File: src/core/ttv_cfg.svh
/*
 Constants for the tape time tracker and frame validity block: time units,
 frame durations, store sizes, field widths and sync tolerance.
 Assumes it is included once per unit; the guard handles repeats.
*/
// How it works
// RL1 - First error-free header sets the filtered time
// RL2 - Each sync or watchdog adds one frame duration
// RL3 - New time probational until enough agreeing frames
// RL4 - Confirmation count programmable from 1 to 255
// RL5 - Discard time after mismatch limit consecutive frames
// RL6 - After discard, reinitialise and reconfirm fully
// RL7 - Host supplies confirm count and mismatch limit
// RL8 - Deformatter uses one valid tracker time
// RL9 - Deformatter converts time to sample count
// RL10 - Deformatter servos target bit to buffer centre
// RL11 - Lost continuity returns everything to start
// RL12 - Deformatter gates each cycle on five conditions
// RL13 - Up to nine tracks, judged per frame
// RL14 - Verdict made at write, one bit per track
// RL15 - Valid needs valid time and sync on prediction
// RL16 - Sync detection tolerates some bit errors
// RL17 - Parity error count must be below threshold
// RL18 - Global invalid command forces every frame invalid
// RL19 - Probation defers missing-sync frames to next frame
// RL20 - Probation lasts exactly one frame period
// RL21 - Flags stored circularly, presented at readout
// RL22 - Record time code and start address per frame
// RL23 - New read delay applied every four milliseconds
// RL24 - One shared pulse at each frame's first bit
// RL25 - Sync reloads write address counter from controller
// RL26 - Match clears mismatch count; mismatch clears confirm
`ifndef TTV_CFG_SVH
`define TTV_CFG_SVH

`define TTV_NTRK 9
`define TTV_TIME_W 32
`define TTV_ADDR_W 16
`define TTV_CNT_W 8
`define TTV_IDX_W 4
`define TTV_DEPTH 16
`define TTV_SERR_W 4

// Filtered time counts in ticks of this many microseconds
`define TTV_TICK_US 500
`define TTV_FRAME_US_FAST 2500
`define TTV_FRAME_US_MID 5000
`define TTV_FRAME_US_SLOW 10000
`define TTV_STEP_FAST 32'(`TTV_FRAME_US_FAST / `TTV_TICK_US)
`define TTV_STEP_MID 32'(`TTV_FRAME_US_MID / `TTV_TICK_US)
`define TTV_STEP_SLOW 32'(`TTV_FRAME_US_SLOW / `TTV_TICK_US)

// Record rate select codes
`define TTV_RATE_FAST 2'h0
`define TTV_RATE_MID 2'h1
`define TTV_RATE_SLOW 2'h2

// Most sync bit errors still accepted as a sync word
`define TTV_SYNC_ERR_MAX 4'h2

`endif

File: src/core/ttv_pkg.sv
/*
 Types for the tape time tracker: tracker states, the store entry and the
 frame store record. Assumes ttv_cfg.svh is on the include path.
*/
`default_nettype none
`include "ttv_cfg.svh"
package ttv_pkg;

	// Filtered time life cycle
	typedef enum logic [1:0] {TTV_SEARCH, TTV_PROBATION, TTV_LOCKED} ttv_tstate_t;

	// One circular store entry
	typedef struct packed {
		logic [`TTV_ADDR_W-1:0] addr; // Buffer address of the frame's first bit
		logic [`TTV_TIME_W-1:0] tcode; // Time code of the frame
		logic [`TTV_NTRK-1:0] valid; // Final per-track verdict
	} ttv_entry_t;

	typedef struct packed {
		ttv_entry_t [`TTV_DEPTH-1:0] mem;
	} ttv_store_t;

endpackage : ttv_pkg
`default_nettype wire

File: src/core/ttv_frame_store.sv
/*
 Circular flip-flop store of frame start address, time code and validity.
 Assumes writes come from the tracker, which owns all pointers.
*/
`default_nettype none
`include "ttv_cfg.svh"
module ttv_frame_store
	import ttv_pkg::*;
(
	input wire logic clk_i,
	input wire logic rst_n_i,
	input wire logic ent_we_i,
	input wire logic [`TTV_IDX_W-1:0] ent_idx_i,
	input wire logic [`TTV_ADDR_W-1:0] ent_addr_i,
	input wire logic [`TTV_TIME_W-1:0] ent_time_i,
	input wire logic vld_we_i,
	input wire logic [`TTV_IDX_W-1:0] vld_idx_i,
	input wire logic [`TTV_NTRK-1:0] vld_i,
	input wire logic [`TTV_IDX_W-1:0] rd_idx_i,
	output ttv_entry_t rd_o
);

	ttv_store_t st_ff; // Whole store
	ttv_store_t nxt_st; // Next store

	// Read port is a plain index
	assign rd_o = st_ff.mem[rd_idx_i];

	// Entry and verdict writes; verdict clears on a fresh entry [RL21]
	always_comb begin
		nxt_st = st_ff;
		if (ent_we_i) begin
			nxt_st.mem[ent_idx_i].addr = ent_addr_i; // [RL22]
			nxt_st.mem[ent_idx_i].tcode = ent_time_i; // [RL22]
			nxt_st.mem[ent_idx_i].valid = '0;
		end
		if (vld_we_i) begin
			nxt_st.mem[vld_idx_i].valid = vld_i; // [RL14]
		end
	end

	// Store registers
	always_ff @(posedge clk_i or negedge rst_n_i) begin
		if (!rst_n_i) begin
			st_ff <= '0;
		end else begin
			st_ff <= nxt_st;
		end
	end

endmodule : ttv_frame_store
`default_nettype wire

File: src/core/ttv_tracker.sv
/*
 Tape time tracker and frame validity judge for one track recovery unit.
 Keeps the filtered time, judges each frame per track as it is written,
 stores verdicts circularly and presents them as frames are read out.
 Assumes all inputs are synchronous to SYS_CLK_I, event inputs are
 one-cycle pulses, and per-frame header results are stable at HDR_STB_I.
*/
`default_nettype none
`include "ttv_cfg.svh"
module ttv_tracker
	import ttv_pkg::*;
(
	input wire logic SYS_CLK_I,
	input wire logic RST_N_I,
	input wire logic [`TTV_NTRK-1:0] TRACK_EN_I,
	input wire logic [1:0] RATE_SEL_I,
	input wire logic SYNC_DET_I,
	input wire logic WDOG_EXP_I,
	input wire logic WDOG_EN_I,
	input wire logic [`TTV_ADDR_W-1:0] NEXT_SYNC_ADDR_I,
	input wire logic HDR_STB_I,
	input wire logic HDR_OK_I,
	input wire logic [`TTV_TIME_W-1:0] HDR_TIME_I,
	input wire logic FRAME_DONE_I,
	input wire logic [`TTV_NTRK-1:0] SYNC_FOUND_I,
	input wire logic [`TTV_NTRK*`TTV_SERR_W-1:0] SYNC_BIT_ERR_I,
	input wire logic [`TTV_NTRK-1:0] SYNC_ON_TIME_I,
	input wire logic [`TTV_NTRK*`TTV_CNT_W-1:0] PAR_ERR_I,
	input wire logic [`TTV_CNT_W-1:0] PAR_LIMIT_I,
	input wire logic [`TTV_CNT_W-1:0] TIME_CONFIRM_COUNT_I,
	input wire logic [`TTV_CNT_W-1:0] TIME_MISMATCH_LIMIT_I,
	input wire logic GLOBAL_INVALID_I,
	input wire logic PROBATION_EN_I,
	input wire logic CONT_LOST_I,
	input wire logic [`TTV_ADDR_W-1:0] RD_ADDR_I,
	input wire logic DELAY_TICK_I,
	input wire logic [`TTV_ADDR_W-1:0] DELAY_ADDR_I,
	output logic [`TTV_TIME_W-1:0] FILT_TIME_O,
	output logic TIME_VALID_O,
	output logic WR_LOAD_O,
	output logic [`TTV_ADDR_W-1:0] WR_ADDR_O,
	output logic FRAME_START_O,
	output logic [`TTV_NTRK-1:0] FRAME_VALID_O,
	output logic [`TTV_TIME_W-1:0] FRAME_TIME_O,
	output logic [`TTV_ADDR_W-1:0] FRAME_ADDR_O,
	output logic RD_LOAD_O,
	output logic [`TTV_ADDR_W-1:0] RD_ADDR_O
);

	// All tracker state in one record
	typedef struct packed {
		ttv_tstate_t tst; // Filtered time state
		logic [`TTV_TIME_W-1:0] filt; // Filtered time in ticks
		logic [`TTV_CNT_W-1:0] conf; // Agreeing frames so far
		logic [`TTV_CNT_W-1:0] miss; // Consecutive mismatching frames
		logic match; // A header of this frame agreed
		logic [`TTV_ADDR_W-1:0] start; // Start address of frame being written
		logic [`TTV_IDX_W-1:0] wr_ptr; // Next entry to fill
		logic [`TTV_IDX_W-1:0] vld_ptr; // One past last final verdict
		logic [`TTV_IDX_W-1:0] rd_ptr; // Next entry to present
		logic have_prev; // Previous frame awaits its verdict
		logic [`TTV_IDX_W-1:0] prev_idx; // Entry of previous frame
		logic [`TTV_NTRK-1:0] pend_flag; // Tracks on probation
		logic [`TTV_NTRK-1:0] pend_valid; // Tentative verdicts of previous frame
		logic time_valid; // Output copies follow
		logic wr_load;
		logic [`TTV_ADDR_W-1:0] wr_addr;
		logic fstart;
		logic [`TTV_NTRK-1:0] fvalid;
		logic [`TTV_TIME_W-1:0] ftime;
		logic [`TTV_ADDR_W-1:0] faddr;
		logic rd_load;
		logic [`TTV_ADDR_W-1:0] rd_addr;
	} ttv_trk_t;

	ttv_trk_t st_ff; // Registered state
	ttv_trk_t nxt_st; // Next state

	logic [`TTV_TIME_W-1:0] step; // One frame duration in ticks
	logic advance; // Time advance event
	logic [`TTV_NTRK-1:0] sync_seen; // Tolerant sync present
	logic [`TTV_NTRK-1:0] sync_good; // Sync present at predicted place
	logic [`TTV_NTRK-1:0] base_ok; // Time, enable, parity and global checks
	logic [`TTV_NTRK-1:0] cur_valid; // Tentative verdict of this frame
	logic [`TTV_NTRK-1:0] cur_pend; // This frame goes on probation
	logic [`TTV_NTRK-1:0] prev_final; // Final verdict of previous frame
	ttv_entry_t rd_ent; // Entry waiting to be presented

	// Frame duration from the record rate
	always_comb begin
		unique case (RATE_SEL_I)
			`TTV_RATE_FAST: step = `TTV_STEP_FAST; // [RL2]
			`TTV_RATE_MID: step = `TTV_STEP_MID; // [RL2]
			`TTV_RATE_SLOW: step = `TTV_STEP_SLOW; // [RL2]
			default: step = `TTV_STEP_FAST;
		endcase
	end

	// Sync word or enabled watchdog moves time one frame on
	assign advance = SYNC_DET_I | (WDOG_EXP_I & WDOG_EN_I); // [RL2]

	// Per-track judgement
	genvar t;
	generate
		for (t = 0; t < `TTV_NTRK; t++) begin : g_trk
			// Sync accepted with a few bit errors
			assign sync_seen[t] = SYNC_FOUND_I[t] &
				(SYNC_BIT_ERR_I[t*`TTV_SERR_W +: `TTV_SERR_W] <= `TTV_SYNC_ERR_MAX); // [RL16]
			// No clock slip: sync sits at the prediction
			assign sync_good[t] = sync_seen[t] & SYNC_ON_TIME_I[t]; // [RL15]
			// Other criteria, independent of sync
			assign base_ok[t] = st_ff.time_valid & TRACK_EN_I[t] & ~GLOBAL_INVALID_I // [RL15] [RL18]
				& (PAR_ERR_I[t*`TTV_CNT_W +: `TTV_CNT_W] < PAR_LIMIT_I); // [RL17]
			// Missing sync defers the verdict when probation is on
			assign cur_pend[t] = base_ok[t] & ~sync_seen[t] & PROBATION_EN_I; // [RL19]
			assign cur_valid[t] = base_ok[t] & sync_good[t]; // [RL13]
			// Probation ends after one frame: next sync decides
			assign prev_final[t] = st_ff.pend_flag[t] ? (st_ff.pend_valid[t] & sync_good[t])
				: st_ff.pend_valid[t]; // [RL19] [RL20]
		end
	endgenerate

	// Circular store of frame records
	ttv_frame_store u_store (
		.clk_i(SYS_CLK_I),
		.rst_n_i(RST_N_I),
		.ent_we_i(FRAME_DONE_I & ~CONT_LOST_I),
		.ent_idx_i(st_ff.wr_ptr),
		.ent_addr_i(st_ff.start),
		.ent_time_i(st_ff.filt),
		.vld_we_i(FRAME_DONE_I & ~CONT_LOST_I & st_ff.have_prev),
		.vld_idx_i(st_ff.prev_idx),
		.vld_i(prev_final),
		.rd_idx_i(st_ff.rd_ptr),
		.rd_o(rd_ent)
	);

	// Next-state logic for the whole tracker
	always_comb begin
		nxt_st = st_ff;
		nxt_st.wr_load = 1'b0;
		nxt_st.fstart = 1'b0;
		nxt_st.rd_load = 1'b0;

		// Sync reloads write address and marks frame start
		if (SYNC_DET_I) begin
			nxt_st.wr_load = 1'b1; // [RL25]
			nxt_st.wr_addr = NEXT_SYNC_ADDR_I; // [RL25]
			nxt_st.start = NEXT_SYNC_ADDR_I; // [RL22]
		end

		// Filtered time advances only once established
		if (advance && st_ff.tst != TTV_SEARCH) begin
			nxt_st.filt = st_ff.filt + step; // [RL2]
		end

		// Header results
		if (HDR_STB_I && HDR_OK_I) begin
			if (st_ff.tst == TTV_SEARCH) begin
				// First clean header sets time, probation starts
				nxt_st.filt = HDR_TIME_I; // [RL1] [RL6]
				nxt_st.tst = TTV_PROBATION; // [RL3]
				nxt_st.conf = '0;
				nxt_st.miss = '0;
				nxt_st.match = 1'b1;
			end else if (HDR_TIME_I == st_ff.filt) begin
				nxt_st.match = 1'b1; // [RL3]
			end
		end

		// End of a frame: confirm or count mismatch, file verdicts
		if (FRAME_DONE_I) begin
			nxt_st.match = 1'b0;
			if (st_ff.tst != TTV_SEARCH) begin
				if (st_ff.match) begin
					nxt_st.miss = '0; // [RL26]
					if (st_ff.tst == TTV_PROBATION) begin
						nxt_st.conf = st_ff.conf + 8'h01;
						// Valid after the programmed count of agreeing frames
						if (st_ff.conf + 8'h01 >= TIME_CONFIRM_COUNT_I) begin // [RL3] [RL4] [RL7]
							nxt_st.tst = TTV_LOCKED;
							nxt_st.time_valid = 1'b1;
						end
					end
				end else begin
					// Mismatch restarts confirmation
					if (st_ff.tst == TTV_PROBATION) begin
						nxt_st.conf = '0; // [RL26]
					end
					nxt_st.miss = st_ff.miss + 8'h01;
					// Too many mismatches: throw the time away
					if (st_ff.miss + 8'h01 >= TIME_MISMATCH_LIMIT_I) begin // [RL5] [RL7]
						nxt_st.tst = TTV_SEARCH; // [RL6]
						nxt_st.time_valid = 1'b0;
						nxt_st.conf = '0;
						nxt_st.miss = '0;
					end
				end
			end
			// This frame's record written; previous frame now final
			if (st_ff.have_prev) begin
				nxt_st.vld_ptr = st_ff.prev_idx + 4'h1; // [RL21]
			end
			nxt_st.prev_idx = st_ff.wr_ptr;
			nxt_st.wr_ptr = st_ff.wr_ptr + 4'h1; // [RL21]
			nxt_st.have_prev = 1'b1;
			nxt_st.pend_flag = cur_pend; // [RL19]
			nxt_st.pend_valid = cur_valid | cur_pend; // [RL14]
		end

		// Present the next frame when its first bit is read out
		if (st_ff.rd_ptr != st_ff.vld_ptr && RD_ADDR_I == rd_ent.addr) begin
			nxt_st.fstart = 1'b1; // [RL24]
			nxt_st.fvalid = rd_ent.valid; // [RL21]
			nxt_st.ftime = rd_ent.tcode; // [RL22]
			nxt_st.faddr = rd_ent.addr;
			nxt_st.rd_ptr = st_ff.rd_ptr + 4'h1;
		end

		// New delay read address every delay period
		if (DELAY_TICK_I) begin
			nxt_st.rd_load = 1'b1; // [RL23]
			nxt_st.rd_addr = DELAY_ADDR_I; // [RL23]
		end

		// Continuity lost: back to the start condition
		if (CONT_LOST_I) begin
			nxt_st.tst = TTV_SEARCH; // [RL11]
			nxt_st.time_valid = 1'b0;
			nxt_st.conf = '0;
			nxt_st.miss = '0;
			nxt_st.match = 1'b0;
			nxt_st.wr_ptr = '0;
			nxt_st.vld_ptr = '0;
			nxt_st.rd_ptr = '0;
			nxt_st.have_prev = 1'b0;
			nxt_st.pend_flag = '0;
			nxt_st.pend_valid = '0;
			nxt_st.fvalid = '0;
		end
	end

	// State register
	always_ff @(posedge SYS_CLK_I or negedge RST_N_I) begin
		if (!RST_N_I) begin
			st_ff <= '0;
		end else begin
			st_ff <= nxt_st;
		end
	end

	// Outputs straight from the state register
	assign FILT_TIME_O = st_ff.filt;
	assign TIME_VALID_O = st_ff.time_valid;
	assign WR_LOAD_O = st_ff.wr_load;
	assign WR_ADDR_O = st_ff.wr_addr;
	assign FRAME_START_O = st_ff.fstart;
	assign FRAME_VALID_O = st_ff.fvalid;
	assign FRAME_TIME_O = st_ff.ftime;
	assign FRAME_ADDR_O = st_ff.faddr;
	assign RD_LOAD_O = st_ff.rd_load;
	assign RD_ADDR_O = st_ff.rd_addr;

endmodule : ttv_tracker
`default_nettype wire

File: config.mk
export PLATFORM = sky130hd
export DESIGN_NAME = ttv_tracker
export DESIGN_NICKNAME = d
export VERILOG_FILES = /design/src/core/ttv_pkg.sv /design/src/core/ttv_frame_store.sv /design/src/core/ttv_tracker.sv
export VERILOG_INCLUDE_DIRS = /design/src /design/src/core
export SDC_FILE = /design/constraint.sdc
export NUM_CORES = 2
export LEC_CHECK = 0
export ABC_AREA = 1
export BUFFER_PORTS_ARGS = -buffer_cell sky130_fd_sc_hd__buf_2
export CAP_MARGIN = 5
export CORE_ASPECT_RATIO = 0.6
export CORE_MARGIN = 3
export CORE_UTILIZATION = 39
export CTS_BUF_LIST = sky130_fd_sc_hd__clkbuf_2 sky130_fd_sc_hd__clkbuf_4 sky130_fd_sc_hd__clkbuf_8
export DETAILED_ROUTE_END_ITERATION = 12
export GPL_TIMING_DRIVEN = 1
export PLACE_DENSITY_LB_ADDON = 0.08
export SETUP_SLACK_MARGIN = 0.5
export SYNTH_ARGS = -nofsm -noshare
export SYNTH_HDL_FRONTEND = slang
export SYNTH_SLANG_ARGS = --single-unit
File: constraint.sdc
create_clock -name SYS_CLK_I -period 2.7 [get_ports SYS_CLK_I]
set_input_delay 0.135 -clock SYS_CLK_I [delete_from_list [all_inputs] [get_ports SYS_CLK_I]]
set_output_delay 0.135 -clock SYS_CLK_I [all_outputs]
set_load 0.01 [all_outputs]
After elaboration in Yosys (flattened, before gate mapping) --
Index checks and enable logic that the tools add are counted. Widths: inputs -> output; s select.
Word-level totals: flip-flop bits (word level) 1091, input port bits 253, output and inout port bits 125, word-level logic and storage cells 282
Operators by class: add/sub/neg operators 6, $lt $le $gt $ge 25, equal/unequal tests 8, multiplexer cells 60, bitwise gates (word level) 97, reduce and logical (&&, ||, !) cells 17
Operators by type and width (number):
- $bwmux 912 | 4
- $mux 912 | 2
- $demux 57 s4 | 4
- $bmux 57 s4 | 1
- $mux 57 | 2
- $and 1x1->1 | 84
- $lt 8x8->1 | 9
- $mux 17 | 4
- $mux 58 | 1
- $mux 51 | 1
- $mux 50 | 1
- $mux 16 | 3
- $mux 41 | 1
- $le 4x2->1 const B | 9
- $add 32x32->32 | 1
- $eq 32x32->1 | 1
- $mux 32 | 1
- $mux 9 | 3
- $mux 24 | 1
- $mux 8 | 3
- $mux 19 | 1
- $add 8x1->8 const B | 2
- $eq 16x16->1 | 1
- $ge 8x8->1 | 2
- other kinds (22) | 71

Longest topological paths before layout --
depth in word-level cells 12, depth in mapped cells 19, gate-level depth less buffers 18

Modules after synthesis --
A second synthesis with hierarchy kept.
Unflattened totals: cell total of the unflattened synthesis 7525, area, all modules 56523.0 um^2
Modules (own cells, without submodules):
- ttv_frame_store | times used 1, cells each 5860, area an instance 44144.8 um^2
- ttv_tracker | times used 1, cells each 1665, area an instance 12378.1 um^2

Least setup slack after synthesis --
OpenSTA, ideal clock, no wires.
kind register -> register, from register st_ff[145] (netlist name), to register st_ff, in the netlist TIME_VALID_O, arrival time 2.515 ns, data required time 2.582 ns, path slack 0.067 ns, stages on the path, launching flop included 14, path buffers 0, path through dfrtp_1 nand3_1 nand3b_1 nand3b_1 xor2_1 inv_1 ha_1 nand2_1 o2111ai_1 nand2_1 a21oi_1 nand2_1 nand3_1 nand2_1
Between the ends: word-level cells in the longest chain between the ends 4
RTL lines:
- from (decl) | RTL line ttv_tracker.sv:76 | ttv_trk_t st_ff;
- from (signal assigned) | RTL line ttv_tracker.sv:248 | st_ff <= nxt_st;
- $add 8x1->8 | RTL line ttv_tracker.sv:192 | if (st_ff.miss + 8'h01 >= TIME_MISMATCH_LIMIT_I) begin
- $ge 8x8->1 | RTL line ttv_tracker.sv:192
- $reduce_bool 3->1 (no source line)
- $reduce_and 5->1 (no source line)
No other way between the ends. A chain may end at the register's enable or synchronous reset.

Final worst setup path --
from register st_ff[116] (netlist name), to register st_ff, in the netlist FRAME_TIME_O[6]
Between the ends: word-level cells in the longest chain between the ends 4, elaborated cells on any way between the ends 5, those cells by class 2 x eq/ne; 2 x mux; 1 x reduce/logical
RTL lines:
- $bmux 57 s4 | RTL line ttv_frame_store.sv:27 | assign rd_o = st_ff.mem[rd_idx_i];
- $mux 57 (implied by the code) | RTL line ttv_frame_store.sv:27
- $eq 16x16->1 | RTL line ttv_tracker.sv:212 | if (st_ff.rd_ptr != st_ff.vld_ptr && RD_ADDR_I == rd_ent.addr) begin
- $logic_and 1x1->1 | RTL line ttv_tracker.sv:212
Several ways; a longest one is shown, not always the timed one. The select of a mux whose other input is x is not followed.

==> impl_metrics.csv <==
group,metric,value,unit
power_and_ir_drop,intPower,29.4,mW
power_and_ir_drop,vdd_drop_max,0.486,mV
yosys,synth_area_leader_cell,"dfrtp_1",
cts,cts_sinks,1091,
setup_path,worstSetupEndpointType,"flip-flop",
grt,grt_pass1_vias,46169,
power_and_ir_drop,p_seq_share,42.7,%
power_and_ir_drop,power.leakage,30.9,nW
yosys,yosysTopAreaCellShare,51.1,%
status,violations,"negative setup slack",
cts,cts_root_buf,"clkbuf_8",
power_and_ir_drop,p_sw,14.6,mW
yosys,synth_warnings,0,
yosys,synth.area.top_cells,"dfrtp_1, o21ai_0, nand2_1",
yosys,synth_cells,6521,
setup_path,crit_type,"reg -> reg",
finish,final_common_cell,"nand2_1",
timing,clock_skew,0.0471,ns
placed_design,dpl.hpwl,131000,um
job,max_cap_viol_count,0,
timing,final-hold-violation-count,0,
finish,mostFrequentLayoutCells,"nand2_1, o21ai_0, dfrtp_1, nor2_1, buf_2",
drt,num_vias,49186,
yosys,synthArstFlopShare,100,%
drt,drtIter0Drc,5247,
yosys,syn_area,53400,um2
floorplanning,placementRows,104,
setup_path,start_kind,"flip-flop",
power_and_ir_drop,switching_share,33.2,%
power_and_ir_drop,power_density,668,nW/um2
floorplanning,initial_core_util,39.6,%
floorplanning,ios,378,
yosys,syn_nets,6872,
timing,whs,0.0583,ns
power_and_ir_drop,clockPowerShare,34.0,%
finish,layout.cells.non_filler,8990,
grt,overflow,0,
cts,cts.path.max_buffers,3,
setup_path,arrival,3.60,ns
timing,slew_violations,0,
timing,relSlewSlack,33.6,%
grt,grt_pass1_wl,306000,um
drt,ant_nets,0,
floorplanning,core-area,135000,um2
timing,rsz0062_at_grt,"yes",
drt,firstDrtPassIters,8,
yosys,syn_avg_cell_area,8.19,um2
placed_design,dpl.cell_count,8403,
finish,area_growth,23.5,%
timing,fmax,357,MHz
grt,grt_start_max_net_pins,110,
grt,gr-usage-all-layers,28.6,%
setup_path,crit_required,3.50,ns
power_and_ir_drop,p_total,44.0,mW
timing,setup_slack,-0.0987,ns
placed_design,place_congestion,0.956,
drt,drc,0,
yosys,seq_area_frac_synth,51.1,%
yosys,synth_edf_count,0,
yosys,ys.flop_type,"dfrtp_1",
drt,wire_per_inst,23.2,um
cts,cts_tree,"yes",
hold_path,hp-class,"in -> reg",
finish,final_nets,7403,
drt,vias_per_cell,5.47,
setup_path,cp_max_fo,15,
cts,cts_made_buffers,171,
yosys,ys_seq_elements,1091,
placed_design,io_buffer_count,377,
floorplanning,die_area,142000,um2
timing,fin_crit_sh,104,%
floorplanning,dieWidth,484,um
cts,clkTransAtPathRegs,0.06,ns
grt,antenna_found_initial,13,
timing,setup_viol,56,
power_and_ir_drop,comb_power_share,23.3,%
yosys,ys_types,46,
floorplanning,die_h,293,um
timing,worstMarginPinSlew,0.995,ns
drt,wl,208000,um
finish,drive_gt1_share,17.5,%
cts,clock_latency,0.88,ns
cts,htree_levels,4,
timing,min_period,2.80,ns
status,status,"finished, violations left",
logic make-up after synthesis:
family | after synthesis | share of synthesized area (%)
adder cells (fa/ha/maj) | 98 | 2.31
buffers and inverters | 977 | 8.09
AO/OA/AOI/OAI | 1754 | 17.9
AND/OR/NAND/NOR | 2531 | 19.4
multiplexers | 16 | 0.337
XOR/XNOR | 54 | 0.886
flip-flops | 1091 | 51.1
critical path, cell delays in order, from the launching register on:
cell	delay, ns
dfrtp_4	0.51
buf_12	0.16
buf_12	0.15
buf_16	0.15
nor2_2	0.10
nor2_1	0.04
o21ai_0	0.06
nand3_1	0.12
nand3_2	0.16
nand2_2	0.08
nand2_2	0.07
nand2_1	0.05
nor2_1	0.09
nand2_1	0.10
nor2_4	0.21
buf_8	0.21
clkbuf_16	0.22
nand4_1	0.12
nand2_1	0.08
what timing repair did:
item	4_1_cts	5_1_grt
resized for setup	40	224
setup buffers	7	19
pin swaps	1	76
hold endpoints to repair	1240	0
hold buffers	230	0
gates cloned	6	16
setup endpoints to repair	145	566
layout make-up:
cell class,instances,area (um2)
fillers,13210,69000
flip-flops and latches,1091,27300
multi-input cells,4453,22800
repair buffers,974,8640
clock buffers,280,3390
well taps,1802,2250
inverters,359,1380
clock inverters,23,164
repair inverters,2,17.5
diodes,6,15.0
power groups by stage:
stage	registers [mW]	logic (mW)	clock network, mW
2_1_floorplan	18.7	5.36	0
3_3_place_gp	19.0	9.10	0
3_5_place_dp	19.0	9.18	0
4_1_cts	18.8	9.61	15.3
5_1_grt	19.0	11.3	16.1
6_report	18.8	10.3	15.0
Yosys cell counts (2+ instances only):
master / instances
inv_2: 6
clkbuf_1: 341
buf_2: 67
buf_6: 11
nor3_1: 31
a211oi_1: 4
nand2_1: 1503
inv_1: 345
a31oi_1: 8
o211ai_1: 89
a221o_1: 6
nand4_1: 81
or2_2: 9
o22ai_1: 72
o2111ai_1: 3
nand3_1: 395
xor2_1: 36
nor2_1: 488
a32o_1: 2
o311ai_0: 9
o221ai_1: 61
clkinv_1: 8
xnor2_1: 18
nor4_2: 2
mux2_2: 16
o21ai_0: 1200
ha_1: 97
nand3b_1: 7
buf_1: 70
buf_4: 129
a21oi_1: 257
a311oi_1: 3
o21ai_1: 8
o21a_1: 8
a2111oi_0: 9
a221oi_1: 13
nor4_1: 9
nor2_2: 2
dfrtp_1: 1091
worst paths after layout:
path,depth (start not counted),from,slack (ns),to
worst max-delay path,18,st_ff[116],-0.1,FRAME_TIME_O[6]
worst min-delay path,9,TIME_CONFIRM_COUNT_I[6],0.06,st_ff[193]
worst max register to register,18,st_ff[116],-0.1,FRAME_TIME_O[6]
worst min register to register,2,FRAME_ADDR_O[4],0.47,FRAME_ADDR_O[4]
max in group asynchronous,4,RST_N_I,1.97,st_ff[124]
min in group asynchronous,3,RST_N_I,0.09,asynchronous set/reset pin
per-layer routing:
metal | vias up | wire [um] | GRT usage [%]
met1 | 24215 | 102000 | 44.4
met2 | 1910 | 81700 | 38.3
li1 | 22829 | - | -
met4 | 4 | 3330 | 6.57
met5 | - | 21 | 0
met3 | 228 | 21600 | 8.75
per-stage QoR:
stage | util, % | setup slack, ns | cell area, um2 | setup TNS (ns)
5_1_grt | 48.9 | -0.205 | 65900 | -10.16
3_3_place_gp | 43.2 | -0.0638 | 58300 | -0.667
4_1_cts | 47.9 | -0.0438 | 64600 | -0.261
3_5_place_dp | 43.2 | -0.0786 | 58300 | -1.53
2_1_floorplan | - | 0.349 | 53500 | 0
6_report | 48.9 | -0.0987 | 65900 | -2.70
Power figures use the tool's default switching activity.
